File: src/dtec_consts.svh
// Purpose: offsets, field positions and reset values of the dual counter block
// Assumes: byte wide register port with an 8-bit address
// Notes:   included by the top and channel design files of the block
`ifndef DTEC_CONSTS_SVH
`define DTEC_CONSTS_SVH

`define DTEC_OFF_C0_HIGH   8'h0C
`define DTEC_OFF_C0_LOW    8'h0D
`define DTEC_OFF_C0_CTRL   8'h0E
`define DTEC_OFF_C1_HIGH   8'h0F
`define DTEC_OFF_C1_LOW    8'h10
`define DTEC_OFF_C1_CTRL   8'h11

`define DTEC_CTRL_MODE_HI  7
`define DTEC_CTRL_MODE_LO  6
`define DTEC_CTRL_RUN      4
`define DTEC_CTRL_EDGE     3
`define DTEC_CTRL_PSC_HI   2
`define DTEC_CTRL_PSC_LO   0

`define DTEC_CTRL_RESET    8'h08
`define DTEC_CTR_MAX       16'hFFFF
`define DTEC_CTR1_DIV_LAST 2'h3
`define DTEC_PSC_WIDTH     7

`endif

File: src/dtec_pkg.sv
// Purpose: shared types of the dual counter block
// Assumes: nothing beyond the constants header
// Notes:   mode encoding is the control field bits 7:6
package dtec_pkg;

    typedef enum logic [1:0] {
        DTEC_MODE_UNUSED = 2'b00,
        DTEC_MODE_EVENT  = 2'b01,
        DTEC_MODE_TIMER  = 2'b10,
        DTEC_MODE_PULSE  = 2'b11
    } dtec_mode_e;

endpackage : dtec_pkg

File: src/dtec_top.sv
// Purpose: two 16-bit timer/event counters behind a byte register port
// Assumes: one clock; pins are asynchronous and synchronised here
// Notes:   irq enables and flag clears come from the interrupt controller
// Operation
// - counter 0 clocks from system clock or pin
// - counter 1 clocks from clock/4 or pin
// - low byte write fills holding buffer only
// - high byte write loads whole preload
// - high read latches low into buffer
// - mode field selects event, timer, pulse width
// - pulse width counts internal clock while active
// - event and timer count up to FFFF
// - overflow reloads preload and sets flag
// - pulse width overflow behaves the same way
// - pulse width starts on the edge opposite the selected one
// - pulse width end clears run, holds result
// - run bit enables; software clears otherwise
// - edge bit selects counting pin edge
// - stopped counter also loads on preload write
// - counter clock blocked during value read
// - counter 0 bits 2:0 pick prescale stage
// - unused control bits read as zero
// - overflow wakes device; enable gates interrupt
//
// The strobed register port was chosen for this implementation.
`timescale 1ns/1ps
`default_nettype none
`include "dtec_consts.svh"

module dtec_top (
    input  wire logic        clk,
    input  wire logic        rst_b,
    input  wire logic        clk_en,
    input  wire logic [7:0]  addr,
    input  wire logic [7:0]  wdata,
    input  wire logic        wr_en,
    input  wire logic        rd_en,
    output logic [7:0]       rdata,
    input  wire logic        ctr0_input_pin,
    input  wire logic        ctr1_input_pin,
    input  wire logic        ctr0_irq_enable,
    input  wire logic        ctr1_irq_enable,
    input  wire logic        ctr0_flag_clr,
    input  wire logic        ctr1_flag_clr,
    output logic             ctr0_overflow_flag,
    output logic             ctr1_overflow_flag,
    output logic             ctr0_irq,
    output logic             ctr1_irq,
    output logic             wake_up
);

    function automatic logic dtec_hit(input logic [7:0] a, input logic [7:0] off);
        dtec_hit = (a == off);
    endfunction : dtec_hit

    logic [7:0]                  rdata_ff;
    logic [1:0]                  flag_ff;
    logic [1:0]                  irq_ff;
    logic                        wake_ff;
    logic [`DTEC_PSC_WIDTH-1:0]  psc_cnt_ff;
    logic [1:0]                  div4_ff;
    logic [`DTEC_PSC_WIDTH-1:0]  psc_mask;
    logic [1:0]                  tick;
    logic [1:0]                  pin_meta_ff;
    logic [1:0]                  pin_sync_ff;
    logic [1:0]                  pin_raw;
    logic [1:0]                  irq_en;
    logic [1:0]                  flag_clr;
    logic [7:0]                  ctrl_ff [2];
    logic [7:0]                  hold_ff [2];
    logic [15:0]                 count   [2];
    logic [15:0]                 preload [2];
    logic [1:0]                  ovf;
    logic [1:0]                  run_clr;
    logic [1:0]                  wr_hi;
    logic [1:0]                  wr_lo;
    logic [1:0]                  wr_ctl;
    logic [1:0]                  rd_hi;

    assign pin_raw  = {ctr1_input_pin, ctr0_input_pin};
    assign irq_en   = {ctr1_irq_enable, ctr0_irq_enable};
    assign flag_clr = {ctr1_flag_clr, ctr0_flag_clr};

    assign rdata              = rdata_ff;
    assign ctr0_overflow_flag = flag_ff[0];
    assign ctr1_overflow_flag = flag_ff[1];
    assign ctr0_irq           = irq_ff[0];
    assign ctr1_irq           = irq_ff[1];
    assign wake_up            = wake_ff;

    // free running prescaler, used only by counter 0
    always_ff @(posedge clk) begin
        if (!rst_b) begin
            psc_cnt_ff <= '0;
        end else if (clk_en) begin
            psc_cnt_ff <= psc_cnt_ff + `DTEC_PSC_WIDTH'(1);
        end
    end

    always_ff @(posedge clk) begin
        if (!rst_b) begin
            div4_ff <= 2'h0;
        end else if (clk_en) begin
            div4_ff <= div4_ff + 2'h1;
        end
    end

    // stage n ticks once every 2**n clocks
    assign psc_mask = `DTEC_PSC_WIDTH'((8'h01 << ctrl_ff[0][`DTEC_CTRL_PSC_HI:`DTEC_CTRL_PSC_LO]) - 8'h01);
    assign tick[0]  = (psc_cnt_ff & psc_mask) == psc_mask;
    assign tick[1]  = (div4_ff == `DTEC_CTR1_DIV_LAST);

    genvar i;
    generate
        for (i = 0; i < 2; i = i + 1) begin : g_ch
            localparam logic [7:0] OFF_HI  = (i == 0) ? `DTEC_OFF_C0_HIGH : `DTEC_OFF_C1_HIGH;
            localparam logic [7:0] OFF_LO  = (i == 0) ? `DTEC_OFF_C0_LOW  : `DTEC_OFF_C1_LOW;
            localparam logic [7:0] OFF_CTL = (i == 0) ? `DTEC_OFF_C0_CTRL : `DTEC_OFF_C1_CTRL;

            assign wr_hi[i]  = wr_en & dtec_hit(addr, OFF_HI);
            assign wr_lo[i]  = wr_en & dtec_hit(addr, OFF_LO);
            assign wr_ctl[i] = wr_en & dtec_hit(addr, OFF_CTL);
            assign rd_hi[i]  = rd_en & dtec_hit(addr, OFF_HI);

            always_ff @(posedge clk) begin
                if (!rst_b) begin
                    pin_meta_ff[i] <= 1'b0;
                    pin_sync_ff[i] <= 1'b0;
                end else if (clk_en) begin
                    pin_meta_ff[i] <= pin_raw[i];
                    pin_sync_ff[i] <= pin_meta_ff[i];
                end
            end

            // one buffer serves both the write and the read path
            always_ff @(posedge clk) begin
                if (!rst_b) begin
                    hold_ff[i] <= 8'h00;
                end else if (clk_en) begin
                    if (wr_lo[i]) begin
                        hold_ff[i] <= wdata;
                    end else if (rd_hi[i]) begin
                        hold_ff[i] <= count[i][7:0];
                    end
                end
            end

            // software write outranks the hardware clear of run
            always_ff @(posedge clk) begin
                if (!rst_b) begin
                    ctrl_ff[i] <= `DTEC_CTRL_RESET;
                end else if (clk_en) begin
                    if (wr_ctl[i]) begin
                        ctrl_ff[i] <= (i == 0) ? (wdata & 8'hDF) : (wdata & 8'hD8);
                    end else if (run_clr[i]) begin
                        ctrl_ff[i][`DTEC_CTRL_RUN] <= 1'b0;
                    end
                end
            end

            // event set wins over a clear in the same cycle
            always_ff @(posedge clk) begin
                if (!rst_b) begin
                    flag_ff[i] <= 1'b0;
                end else if (clk_en) begin
                    if (ovf[i]) begin
                        flag_ff[i] <= 1'b1;
                    end else if (flag_clr[i]) begin
                        flag_ff[i] <= 1'b0;
                    end
                end
            end

            always_ff @(posedge clk) begin
                if (!rst_b) begin
                    irq_ff[i] <= 1'b0;
                end else if (clk_en) begin
                    irq_ff[i] <= (flag_ff[i] | ovf[i]) & irq_en[i];
                end
            end

            dtec_channel dtec_channel_i (
                .clk        (clk),
                .rst_b      (rst_b),
                .clk_en     (clk_en),
                .mode       (dtec_pkg::dtec_mode_e'(ctrl_ff[i][`DTEC_CTRL_MODE_HI:`DTEC_CTRL_MODE_LO])),
                .run        (ctrl_ff[i][`DTEC_CTRL_RUN]),
                .edge_sel   (ctrl_ff[i][`DTEC_CTRL_EDGE]),
                .tick       (tick[i]),
                .pin_sync   (pin_sync_ff[i]),
                .load       (wr_hi[i]),
                .load_val   ({wdata, hold_ff[i]}),
                .block      (rd_hi[i]),
                .run_clr    (run_clr[i]),
                .count_ff   (count[i]),
                .preload_ff (preload[i]),
                .ovf_ff     (ovf[i])
            );

        end
    endgenerate

    always_ff @(posedge clk) begin
        if (!rst_b) begin
            wake_ff <= 1'b0;
        end else if (clk_en) begin
            wake_ff <= |ovf;
        end
    end

    // read data live for one cycle only; unmapped reads give zero
    always_ff @(posedge clk) begin
        if (!rst_b) begin
            rdata_ff <= 8'h00;
        end else if (clk_en) begin
            if (!rd_en) begin
                rdata_ff <= 8'h00;
            end else if (dtec_hit(addr, `DTEC_OFF_C0_HIGH)) begin
                rdata_ff <= count[0][15:8];
            end else if (dtec_hit(addr, `DTEC_OFF_C0_LOW)) begin
                rdata_ff <= hold_ff[0];
            end else if (dtec_hit(addr, `DTEC_OFF_C0_CTRL)) begin
                rdata_ff <= ctrl_ff[0];
            end else if (dtec_hit(addr, `DTEC_OFF_C1_HIGH)) begin
                rdata_ff <= count[1][15:8];
            end else if (dtec_hit(addr, `DTEC_OFF_C1_LOW)) begin
                rdata_ff <= hold_ff[1];
            end else if (dtec_hit(addr, `DTEC_OFF_C1_CTRL)) begin
                rdata_ff <= ctrl_ff[1];
            end else begin
                rdata_ff <= 8'h00;
            end
        end
    end
endmodule : dtec_top
`default_nettype wire

File: src/dtec_channel.sv
// Purpose: one 16-bit up counter with preload, edge detect and pulse width logic
// Assumes: pin_sync already passed two flip-flops; tick is a one-cycle enable
// Notes:   run bit lives in the parent; this module asks for its clear
`timescale 1ns/1ps
`default_nettype none
`include "dtec_consts.svh"

module dtec_channel (
    input  wire logic              clk,
    input  wire logic              rst_b,
    input  wire logic              clk_en,
    input  wire dtec_pkg::dtec_mode_e mode,
    input  wire logic              run,
    input  wire logic              edge_sel,
    input  wire logic              tick,
    input  wire logic              pin_sync,
    input  wire logic              load,
    input  wire logic [15:0]       load_val,
    input  wire logic              block,
    output logic                   run_clr,
    output var logic [15:0]        count_ff,
    output var logic [15:0]        preload_ff,
    output var logic               ovf_ff
);

    logic pin_prev_ff;
    logic pw_busy_ff;
    logic rise;
    logic fall;
    logic ev_edge;
    logic pw_start;
    logic pw_end;
    logic inc;

    assign rise     = pin_sync & ~pin_prev_ff;
    assign fall     = ~pin_sync & pin_prev_ff;
    assign ev_edge  = edge_sel ? fall : rise;
    assign pw_start = edge_sel ? rise : fall;
    assign pw_end   = edge_sel ? fall : rise;
    assign run_clr  = (mode == dtec_pkg::DTEC_MODE_PULSE) & pw_busy_ff & pw_end;

    always_comb begin
        inc = 1'b0;
        case (mode)
            dtec_pkg::DTEC_MODE_EVENT: inc = run & ev_edge;
            dtec_pkg::DTEC_MODE_TIMER: inc = run & tick;
            dtec_pkg::DTEC_MODE_PULSE: inc = run & pw_busy_ff & ~pw_end & tick;
            default:                   inc = 1'b0;
        endcase
        if (block) begin
            inc = 1'b0;
        end
    end

    always_ff @(posedge clk) begin
        if (!rst_b) begin
            pin_prev_ff <= 1'b0;
        end else if (clk_en) begin
            pin_prev_ff <= pin_sync;
        end
    end

    // measurement window: armed only while run stays set
    always_ff @(posedge clk) begin
        if (!rst_b) begin
            pw_busy_ff <= 1'b0;
        end else if (clk_en) begin
            if (mode != dtec_pkg::DTEC_MODE_PULSE || !run) begin
                pw_busy_ff <= 1'b0;
            end else if (!pw_busy_ff && pw_start) begin
                pw_busy_ff <= 1'b1;
            end else if (pw_busy_ff && pw_end) begin
                pw_busy_ff <= 1'b0;
            end
        end
    end

    always_ff @(posedge clk) begin
        if (!rst_b) begin
            preload_ff <= 16'h0000;
        end else if (clk_en && load) begin
            preload_ff <= load_val;
        end
    end

    // a running counter keeps counting through a preload write
    always_ff @(posedge clk) begin
        if (!rst_b) begin
            count_ff <= 16'h0000;
            ovf_ff   <= 1'b0;
        end else if (clk_en) begin
            ovf_ff <= 1'b0;
            if (load && !run) begin
                count_ff <= load_val;
            end else if (inc) begin
                if (count_ff == `DTEC_CTR_MAX) begin
                    count_ff <= preload_ff;
                    ovf_ff   <= 1'b1;
                end else begin
                    count_ff <= count_ff + 16'h0001;
                end
            end
        end
    end
endmodule : dtec_channel
`default_nettype wire

File: config.mk
export PLATFORM = sky130hd
export DESIGN_NAME = dtec_top
export DESIGN_NICKNAME = d
export VERILOG_FILES = /design/src/dtec_pkg.sv /design/src/dtec_top.sv /design/src/dtec_channel.sv
export VERILOG_INCLUDE_DIRS = /design/src
export SDC_FILE = /design/constraint.sdc
export NUM_CORES = 1
export LEC_CHECK = 0
export ABC_CLOCK_PERIOD_IN_PS = 6100
export BUFFER_PORTS_ARGS = -buffer_cell sky130_fd_sc_hd__buf_2
export CORE_MARGIN = 3
export CORE_UTILIZATION = 41
export CTS_CLUSTER_DIAMETER = 150
export CTS_CLUSTER_SIZE = 10
export DETAILED_ROUTE_END_ITERATION = 10
export SYNTH_ARGS = -nofsm -noshare
export SYNTH_HDL_FRONTEND = slang
export SYNTH_SLANG_ARGS = --single-unit
File: constraint.sdc
create_clock -name clk -period 6.1 [get_ports clk]
set_clock_uncertainty 0.15 [all_clocks]
set_input_delay 0.305 -clock clk [delete_from_list [all_inputs] [get_ports clk]]
set_output_delay 0.305 -clock clk [all_outputs]
set_load 0.005 [all_outputs]
==> results of run 1 <==
==> per-stage QoR <==
step	hold WS (ps)	worst slack (ps)	cells
CTS	2.366	3410	1050
finish	9.509	3352	1050
global route	23.71	3217	1050
detailed placement	297.5	3230	1018
global placement	291.1	3320	1018
floorplan	278.7	3772	820
==> worst paths after layout <==
check | start | endpoint
worst max-delay path | ctrl_ff[1][6] | g_ch[1].dtec_channel_i.count_ff[2]
worst min-delay path | ctr1_input_pin | pin_meta_ff[1]
worst max register to register | ctrl_ff[1][6] | g_ch[1].dtec_channel_i.count_ff[2]
worst min register to register | g_ch[1].dtec_channel_i.preload_ff[4] | g_ch[1].dtec_channel_i.preload_ff[4]
==> layout by cell type, fill, tap and decap left out, types with 9 or more instances in the layout <==
master / instances
mux2i_1: 51
a31oi_1: 9
buf_2: 39
nand4_1: 19
o211ai_1: 27
nand3_1: 30
xnor2_1: 12
edfxtp_1: 27
nand2b_1: 28
a22o_1: 11
dfxtp_1: 96
o21ai_0: 23
clkbuf_16: 19
nand2_1: 133
nor2_1: 57
and4_1: 10
inv_1: 10
a21oi_1: 60
and3_1: 9
and2_1: 20
o221ai_1: 9
==> layout make-up <==
class                           count  area (um2)  share of cell area
Inverter                           11       41.29            0.005340
Clock inverter                      6       33.78            0.004369
Multi-Input combinational cell    625        3891              0.5032
Tap cell                          216       270.3             0.03495
Sequential cell                   123        2733              0.3534
Clock buffer                       25       528.0             0.06828
Timing Repair Buffer               44       235.2             0.03042
==> registers in the layout, summed over array words and instances (netlist names), 2 cells and up <==
signal and count:
ctrl_ff 11, g_ch.dtec_channel_i.pw_busy_ff 2, rdata 8, g_ch.dtec_channel_i.ovf_ff 2, pin_meta_ff 2, g_ch.dtec_channel_i.pin_prev_ff 2, hold_ff 16, psc_cnt_ff 7
div4_ff 2, pin_sync_ff 2, g_ch.dtec_channel_i.count_ff 32, g_ch.dtec_channel_i.preload_ff 32
==> worst reg2reg max path, cell delays in order, from the launching register on <==
cell	delay [ps]
edfxtp_1	500
and3b_1	230
o211ai_1	160
nand4_1	180
a211oi_4	770
o21a_2	460
mux2i_1	230
==> per-layer routing <==
layer / GRT usage / routed length (um) / up-vias
li1: - / - / 2995
met1: 0.3189 / 9516 / 3019
met2: 0.3462 / 9493 / 289
met3: 0.05551 / 1601 / 47
met4: 0.09518 / 552 / 0
met5: 0 / 0 / -
==> kinds of logic after synthesis <==
logic type	share of synthesized area
buf+inv	0.04681
xor+xnor	0.02521
flops	0.3932
simple gates	0.2548
compound gates	0.1945
fa+ha+maj	0.007202
mux	0.07832
==> power groups by stage <==
stage / registers (mW) / clock network [mW] / logic [mW]
floorplan: 0.874 / 0 / 0.0710
global placement: 0.885 / 0 / 0.103
detailed placement: 0.886 / 0 / 0.105
CTS: 0.869 / 0.973 / 0.106
global route: 0.871 / 1.01 / 0.116
finish: 0.869 / 0.957 / 0.107
==> what timing repair did <==
| action | in CTS | in global routing |
|---|---|---|
| endpoints found under the setup margin | 0 | 0 |
| hold endpoints to repair | 1 | 0 |
| hold buffers | 1 | 0 |
| buffers inserted | 0 | 0 |
==> out/results.ini, run 1 <==
[status]
outcome=completed

[placement]
dp_hpwl_um=14390
gp_congestion=0.9088
placed_cell_area_mm2=0.007161
numPortBuffers=39

[setup_path]
reg2reg_setup_slack_ps=3350
required_ps=6290
cp.depth=6
critPathArrivalTime_ps=2940
crit_chain=and3b_1 -> o211ai_1 -> nand4_1 -> a211oi_4 -> o21a_2 -> mux2i_1
path_class=flip-flop to flip-flop
start_kind=flip-flop
cp_top_family=compound AO/OA/AOI/OAI gates
ff2ff_path_depth=6
cpMaxStageDelayCell=a211oi_4
slowest_delay_ps=770
crit_fanout=17
crit_path_end_kind=flip-flop
path_buf_inv=0

[cells_and_area]
drive_above_1_share=0.1079
final_core_util=0.4764
n_antenna_cell=0
area_delta_synth_final_pct=11.27
fin_nets=853
design_area_mm2=0.007732
n_fill_cell=1586

[detailed_routing]
wire_per_inst_um=20.16
drt_wl_total_um=21160
drtIter0Drc=734
drt_drc_violations_left=0
vias=6350
drt-pass1-iter-count=5
ant_nets=0
vias_per_cell=6.048

[power]
p_comb_frac=0.055
power.share.switching=0.2358
p_switching_mw=0.4559
pwr-share-clk=0.495
power_density_mw_per_mm2=250.0
p_leak_nw=2.989
pwr-share-seq=0.450
p_int_mw=1.477
peakVddDrop_mv=0.2338
finalPower_mw=1.933

[yosys]
ys.flop_type=dfxtp_1
yosysWarnings=0
syn_avg_cell_area_um2=8.475
synth.top_cells.by_count=nand2_1, dfxtp_1, a21oi_1
yosys.area.top_type=dfxtp_1
ys_seq_elements=123
syn_inst=820
synth.distinct_cells=71
yosysMostFrequentCell=nand2_1
syn_area_mm2=0.006949
yosysTopAreaCellShare=0.2766
synth_edf_count=27
syn_nets=851
yosysSeqAreaShare=0.3932
ys_async_sr_fraction=0
ys_top_cells_by_area=dfxtp_1, edfxtp_1, mux2i_1

[timing]
tightestPinTransition_ps=1186
hold_violations=0
rsz0062_at_grt=no
min_period_ps=2748
slew_viol_final=0
setup_viol=0
period_share=0.4506
slew_headroom=0.2029
tns_ps=0
fmax_ghz=0.3638

[clock_network]
cts_buffers=17
clkTransAtPathRegs_ps=60
cts_tree=yes
cts_resized=0
cts.sinks=123
clockBufferDepth=2
cts_root_buf=clkbuf_16
clock_latency_ps=410
cts_max_level=4

[global_routing]
grt-ovfl-total=0
antenna_found_initial=0
grtUsageTotal=0.2310
grt_pass1_wl_um=32890
grt_max_degree=69
grt_pass1_vias=5935

[min_path]
hold_class=primary input to flip-flop
hold_depth=3

[die]
start_util=0.4282
core_area_mm2=0.01623
ios=40
die_h_um=136.2
rows=46
fp.dieW_um=136.2
die-area_mm2=0.01855

[run]
timing.max_cap.violations=0

Note: power is estimated with default switching activity, not from simulation.
==> inputs of run 2 (changes only) <==
--- a/config.mk
+++ b/config.mk
@@ -6,7 +6,7 @@
 export SDC_FILE = /design/constraint.sdc
 export NUM_CORES = 1
 export LEC_CHECK = 0
-export ABC_CLOCK_PERIOD_IN_PS = 6100
+export ABC_CLOCK_PERIOD_IN_PS = 2500
 export BUFFER_PORTS_ARGS = -buffer_cell sky130_fd_sc_hd__buf_2
 export CORE_MARGIN = 3
 export CORE_UTILIZATION = 41
==> constraint.sdc (replaced) <==
create_clock -name clk -period 2.5 [get_ports clk]
set_clock_uncertainty 0.15 [all_clocks]
set_input_delay 0.125 -clock clk [delete_from_list [all_inputs] [get_ports clk]]
set_output_delay 0.125 -clock clk [all_outputs]
set_load 0.005 [all_outputs]
==> run 2 against run 1 <==
  * Critical path type unchanged
  * Cell area rose by 6.3%
  * Sequential share of layout area fell by 2.1 points
  * Via count rose by 3.1%
  * Total power rose to 2.5 times the previous value
  * Register-to-register slack got worse by 3200 ps
  * Fmax rose by 18%
  * Non-clock buffer count rose by 52
  * Die area did not move
  * Largest power group unchanged
  * Setup slack got worse by 3200 ps
  * Routed wire length rose by 1.6%
  * Flip-flop and latch count did not move
  * Combinational power rose to 2.8 times the previous value
==> out/results.ini, run 2 (same netlist as run 1, synthesis figures left out) <==
[status]
outcome=completed

[setup_path]
crit_path_end_kind=flip-flop
start_kind=flip-flop
critPathArrivalTime_ps=2530  ; -410 ps
crit_chain=ha_1 -> and4_1 -> and2_2 -> and4_1 -> nor2_1 -> or3_1 -> a31oi_1
path_class=flip-flop to flip-flop
required_ps=2690  ; -3600 ps
path_buf_inv=0  ; unchanged
slowest_delay_ps=420  ; -350 ps
cpMaxStageDelayCell=dfxtp_1
cp_top_family=simple AND/OR/NAND/NOR gates
cp_common_cell=and4_1
crit_fanout=6  ; -11

[global_routing]
grt_max_degree=38  ; -45%
antenna_found_initial=0  ; unchanged
grt_pass1_wl_um=33640  ; +2.3%
grtUsageTotal=0.2355  ; +0.004521
grt_pass1_vias=6108  ; +2.9%
grt-ovfl-total=0  ; unchanged

[cells_and_area]
area_delta_synth_final_pct=18.24
fin_nets=905  ; +6.1%
fin_cells=1103  ; +5.0%
final_cell_mix=nand2_1, dfxtp_1, a21oi_1
final_common_cell=nand2_1
n_antenna_cell=0  ; unchanged
drive_above_1_share=0.1488  ; +0.04090
top_regs=g_ch.dtec_channel_i.count_ff: 32 flops, g_ch.dtec_channel_i.preload_ff: 32 flops, hold_ff: 16 flops

[power]
peakVddDrop_mv=0.4631  ; +98%
p_leak_nw=3.274  ; +9.5%
power_density_mw_per_mm2=596.7  ; +140%
finalPower_mw=4.903  ; +150%

[placement]
dp_hpwl_um=15130  ; +5.1%
numPortBuffers=39  ; unchanged
placed_cells=1056  ; +3.7%
post-place-ws_ps=215.2  ; -3015 ps
gp_congestion=0.9370  ; +3.1%

[timing]
whs_ps=95.79  ; +86.28 ps
setup_viol=0  ; unchanged
hold_violations=0  ; unchanged
period_share=0.9328  ; +0.4822
tightestPinTransition_ps=769.1  ; -416.5 ps
tns_ps=0  ; unchanged
slew_headroom=0.4859  ; +0.2830
fmax_ghz=0.4288  ; +18%
rsz0062_at_grt=no
min_period_ps=2332  ; -416.5 ps
setup_ws_ps=168.1  ; -3183 ps
slew_viol_final=0  ; unchanged

[die]
rows=46  ; unchanged
die-area_mm2=0.01855  ; unchanged
core_area_mm2=0.01623  ; unchanged
die_h_um=136.2  ; unchanged
fp.dieW_um=136.2  ; unchanged
ios=40  ; unchanged
start_util=0.4282  ; unchanged

[min_path]
hold_class=primary input to flip-flop

[detailed_routing]
vias=6544  ; +3.1%
ant_nets=0  ; unchanged
vias_per_cell=5.933  ; -1.9%
drt-pass1-iter-count=5  ; unchanged
wire_per_inst_um=19.50  ; -3.3%
drt_drc_violations_left=0  ; unchanged
drtIter0Drc=779  ; +6.1%
drt_wl_total_um=21510  ; +1.6%

[clock_network]
clockBufferDepth=2  ; unchanged
clock_latency_ps=420  ; about the same
cts_max_level=4  ; unchanged
cts_buffers=17  ; unchanged
clkTransAtPathRegs_ps=60  ; about the same
cts_root_buf=clkbuf_16
cts_tree=yes
cts.sinks=123  ; unchanged
cts_resized=0  ; unchanged

[run]
timing.max_cap.violations=0  ; unchanged

-- run 2: changes by cell type in the layout (fill, tap and decap cells not counted), moves of 2 or more --
cell | before | now
buf_4 | 4 | 41
dlygate4sd3_1 | 1 | 15
clkbuf_1 | 3 | 0
inv_4 | 1 | 3
-- run 2: routing by layer --
layer	track usage	wire, um
met1	0.3155	9514
met2	0.3748	10120
met3	0.05292	1469
met5	0	0
met4	0.08119	403
-- run 2: tightest hold or removal path: cells and delay by family --
kind,cells,cell delay (ps)
simple gates,1,150
buf+inv,1,270
compound gates,1,60
-- run 2: layout make-up --
type,count,area [um2]
clock buffers,23,530.5
flip-flops and latches,123,2733
fillers,1536,8014
well taps,216,270.3
multi-input cells,625,3891
repair buffers,96,673.1
clock inverters,9,77.57
inverters,11,41.29
-- run 2: timing repair --
item                                   CTS  global route
endpoints found under the hold margin   25             0
setup buffers                            0             0
hold buffers                            15             0
-- run 2: metrics by stage --
| step | instance area, um2 | util |
|---|---|---|
| finish | 8217 | 0.5062 |
| detailed placement | 7458 | 0.4595 |
| floorplan | 6949 | - |
| global route | 8217 | 0.5062 |
| CTS | 8217 | 0.5062 |
| global placement | 7458 | 0.4595 |
-- run 2: path summary, 6_finish.rpt --
check                                        from                                   end  slack [ps]  cells past startpoint
max            g_ch[1].dtec_channel_i.count_ff[0]    g_ch[1].dtec_channel_i.count_ff[5]         170                      7
min                                        clk_en                              rdata[4]         100                      3
max reg2reg    g_ch[1].dtec_channel_i.count_ff[0]    g_ch[1].dtec_channel_i.count_ff[5]         170                      7
min reg2reg  g_ch[1].dtec_channel_i.preload_ff[2]  g_ch[1].dtec_channel_i.preload_ff[2]         300                      2
-- run 2: report_power, final --
| group | switching, mW | internal [mW] | leakage (nW) |
|---|---|---|---|
| registers | 0.0490 | 2.07 | 1.03 |
| clock network | 0.897 | 1.59 | 0.310 |
| logic | 0.190 | 0.114 | 1.93 |
==> inputs of run 3 (changes only) <==
--- a/config.mk
+++ b/config.mk
@@ -10,9 +10,11 @@
 export BUFFER_PORTS_ARGS = -buffer_cell sky130_fd_sc_hd__buf_2
 export CORE_MARGIN = 3
 export CORE_UTILIZATION = 41
+export CTS_BUF_LIST = sky130_fd_sc_hd__clkbuf_8
 export CTS_CLUSTER_DIAMETER = 150
 export CTS_CLUSTER_SIZE = 10
 export DETAILED_ROUTE_END_ITERATION = 10
+export PLACE_DENSITY = 0.61
 export SYNTH_ARGS = -nofsm -noshare
 export SYNTH_HDL_FRONTEND = slang
 export SYNTH_SLANG_ARGS = --single-unit
==> run 3 against run 2 <==
  * Non-clock buffer count grew 8
  * Sequential power is essentially flat
  * Clock power shrank 36%
  * Global-route usage shrank 1.0 points
  * Final cell count grew 0.73%
  * Total power shrank 18%
  * Setup slack lost 15 ps
  * Worst hold slack lost 38 ps
  * Cell area shrank 2.2%
  * Utilization shrank 1.1 points
  * Critical path depth is the same
  * First-iteration DRC count shrank 38%
==> out/results.ini, run 3 (same netlist as run 1, synthesis figures left out) <==
[setup_path]
path_class=flip-flop to flip-flop
startpoint=g_ch[1].dtec_channel_i.count_ff[1]
r2r_end=g_ch[1].dtec_channel_i.count_ff[5]
reg2reg_setup_slack_ps=150  ; about the same
crit_chain=ha_2 -> and4_1 -> and2_2 -> and4_1 -> nor2_1 -> or3_1 -> a31oi_1
ff2ff_path_depth=7  ; unchanged
crit_path_end_kind=flip-flop
start_kind=flip-flop
cpMaxStageDelayCell=dfxtp_1
cp_top_family=simple AND/OR/NAND/NOR gates
required_ps=2730  ; +40 ps
slowest_delay_ps=460  ; +40 ps
rr_startpoint=g_ch[1].dtec_channel_i.count_ff[1]
path_buf_inv=0  ; unchanged
crit_fanout=6  ; unchanged
cp_common_cell=and4_1
critPathArrivalTime_ps=2580  ; +50 ps

[clock_network]
cts_max_level=4  ; unchanged
clkTransAtPathRegs_ps=70  ; about the same
cts.sinks=123  ; unchanged
clock_latency_ps=450  ; +30 ps
cts_tree=yes
cts_buffers=17  ; unchanged
clockBufferDepth=2  ; unchanged
cts_root_buf=clkbuf_8

[detailed_routing]
wire_per_inst_um=18.51  ; -5.1%
drtIter0Drc=485  ; -38%
vias_per_cell=5.712  ; -3.7%
drt-pass1-iter-count=5  ; unchanged
drt_wl_total_um=20570  ; -4.4%
ant_nets=0  ; unchanged
vias=6346  ; -3.0%
drt_drc_violations_left=0  ; unchanged

[timing]
min_period_ps=2347  ; +14.74 ps
period_share=0.9387  ; +0.005897
slew_headroom=0.6243  ; +0.1385
hold_violations=0  ; unchanged
rsz0062_at_grt=no
tightestPinTransition_ps=562.7  ; -206.3 ps
fmax_ghz=0.4261  ; -0.63%
slew_viol_final=0  ; unchanged
setup_viol=0  ; unchanged
setup_ws_ps=153.3  ; -14.74 ps
tns_ps=0  ; unchanged

[cells_and_area]
top_regs=g_ch.dtec_channel_i.count_ff: 32 flops, g_ch.dtec_channel_i.preload_ff: 32 flops, hold_ff: 16 flops
drive_above_1_share=0.1520  ; +0.003139
area_delta_synth_final_pct=15.59
n_antenna_cell=0  ; unchanged
final_common_cell=nand2_1
final_cell_mix=nand2_1, dfxtp_1, a21oi_1
fin_nets=913  ; +0.88%

[placement]
gp_congestion=0.9296  ; -0.79%
post-place-ws_ps=191.8  ; -23.41 ps
dp_hpwl_um=14400  ; -4.8%
numPortBuffers=39  ; unchanged

[global_routing]
grt_pass1_vias=5775  ; -5.5%
grtUsageTotal=0.2255  ; -0.01001
grt-ovfl-total=0  ; unchanged
grt_pass1_wl_um=32370  ; -3.8%
grt_max_degree=36  ; -5.3%
antenna_found_initial=0  ; unchanged

[status]
outcome=completed

[die]
die-area_mm2=0.01855  ; unchanged
start_util=0.4282  ; unchanged
ios=40  ; unchanged
rows=46  ; unchanged
die_h_um=136.2  ; unchanged
core_area_mm2=0.01623  ; unchanged
fp.dieW_um=136.2  ; unchanged

[power]
peakVddDrop_mv=0.3235  ; -30%
power_density_mw_per_mm2=498.6  ; -16%
p_leak_nw=3.208  ; -2.0%

[min_path]
hp-start=wr_en
hold_class=primary input to flip-flop
worstHoldEndpoint=ctrl_ff[1][4]
hold_depth=3  ; unchanged

[run]
timing.max_cap.violations=0  ; unchanged

## run 3: cell count changes in the layout (fill, tap and decap cells not counted)
| cell | change |
|---|---|
| ha_1 | -1 |
| buf_4 | +7 |
| clkinv_2 | +1 |
| clkbuf_8 | +15 |
| ha_2 | +1 |
| buf_12 | +1 |
| inv_4 | -2 |
| inv_1 | +5 |
| clkinvlp_4 | +1 |
| clkinv_4 | -1 |
| clkbuf_16 | -19 |
## run 3: how the worst max path moves through the flow
stage,depth (start not counted),slack [ps],to
2_1_floorplan,5,350,hold_ff[0][0]
3_3_place_gp,7,180,g_ch[1].dtec_channel_i.count_ff[5]
3_5_place_dp,7,190,g_ch[1].dtec_channel_i.count_ff[5]
4_1_cts,7,160,g_ch[1].dtec_channel_i.count_ff[5]
5_1_grt,7,20,g_ch[1].dtec_channel_i.count_ff[5]
6_report,7,150,g_ch[1].dtec_channel_i.count_ff[5]
## run 3: power by group
part / switching (mW) / internal [mW] / total (mW)
Clock: 0.784 / 0.809 / 1.59
Combinational: 0.186 / 0.115 / 0.302
Sequential: 0.0474 / 2.06 / 2.11
## run 3: routing by layer
metal,up-vias,wire [um],share of wire,global-route usage
li1,3112,-,-,-
met1,3009,9761,0.47,0.3194
met2,199,9255,0.45,0.3431
met3,26,1204,0.059,0.04663
met4,0,344,0.017,0.07447
met5,-,0,0,0
## run 3: final cells by class
class	instances	area, um2
Timing Repair Buffer	104	745.7
Tap cell	216	270.3
Clock inverter	13	87.58
Inverter	11	41.29
Sequential cell	123	2733
Fill cell	1615	8198
Clock buffer	19	261.5
Multi-Input combinational cell	625	3894
## run 3: worst min-delay path: cells and delay by family
family	cells	cell delay, ps
buffers and inverters	1	170
AND/OR/NAND/NOR	2	200
## run 3: through the flow
stage | instance area, um2 | power, mW | instances | util | hold WS, ps
3_3_place_gp | 7531 | 2.436 | 1064 | 0.4640 | 216.7
3_5_place_dp | 7531 | 2.435 | 1064 | 0.4640 | 219.0
6_report | 8033 | 4.005 | 1111 | 0.4949 | 57.86
5_1_grt | 8033 | 4.157 | 1111 | 0.4949 | 40.91
2_1_floorplan | 6949 | 2.305 | 820 | - | 115.5
4_1_cts | 8030 | 4.044 | 1111 | 0.4948 | 15.85
## run 3: what timing repair did
action,CTS,global route
buffers inserted,0,0
gates resized for setup,0,1
hold buffers,15,0
setup endpoints to repair,0,1
hold endpoints to repair,39,0
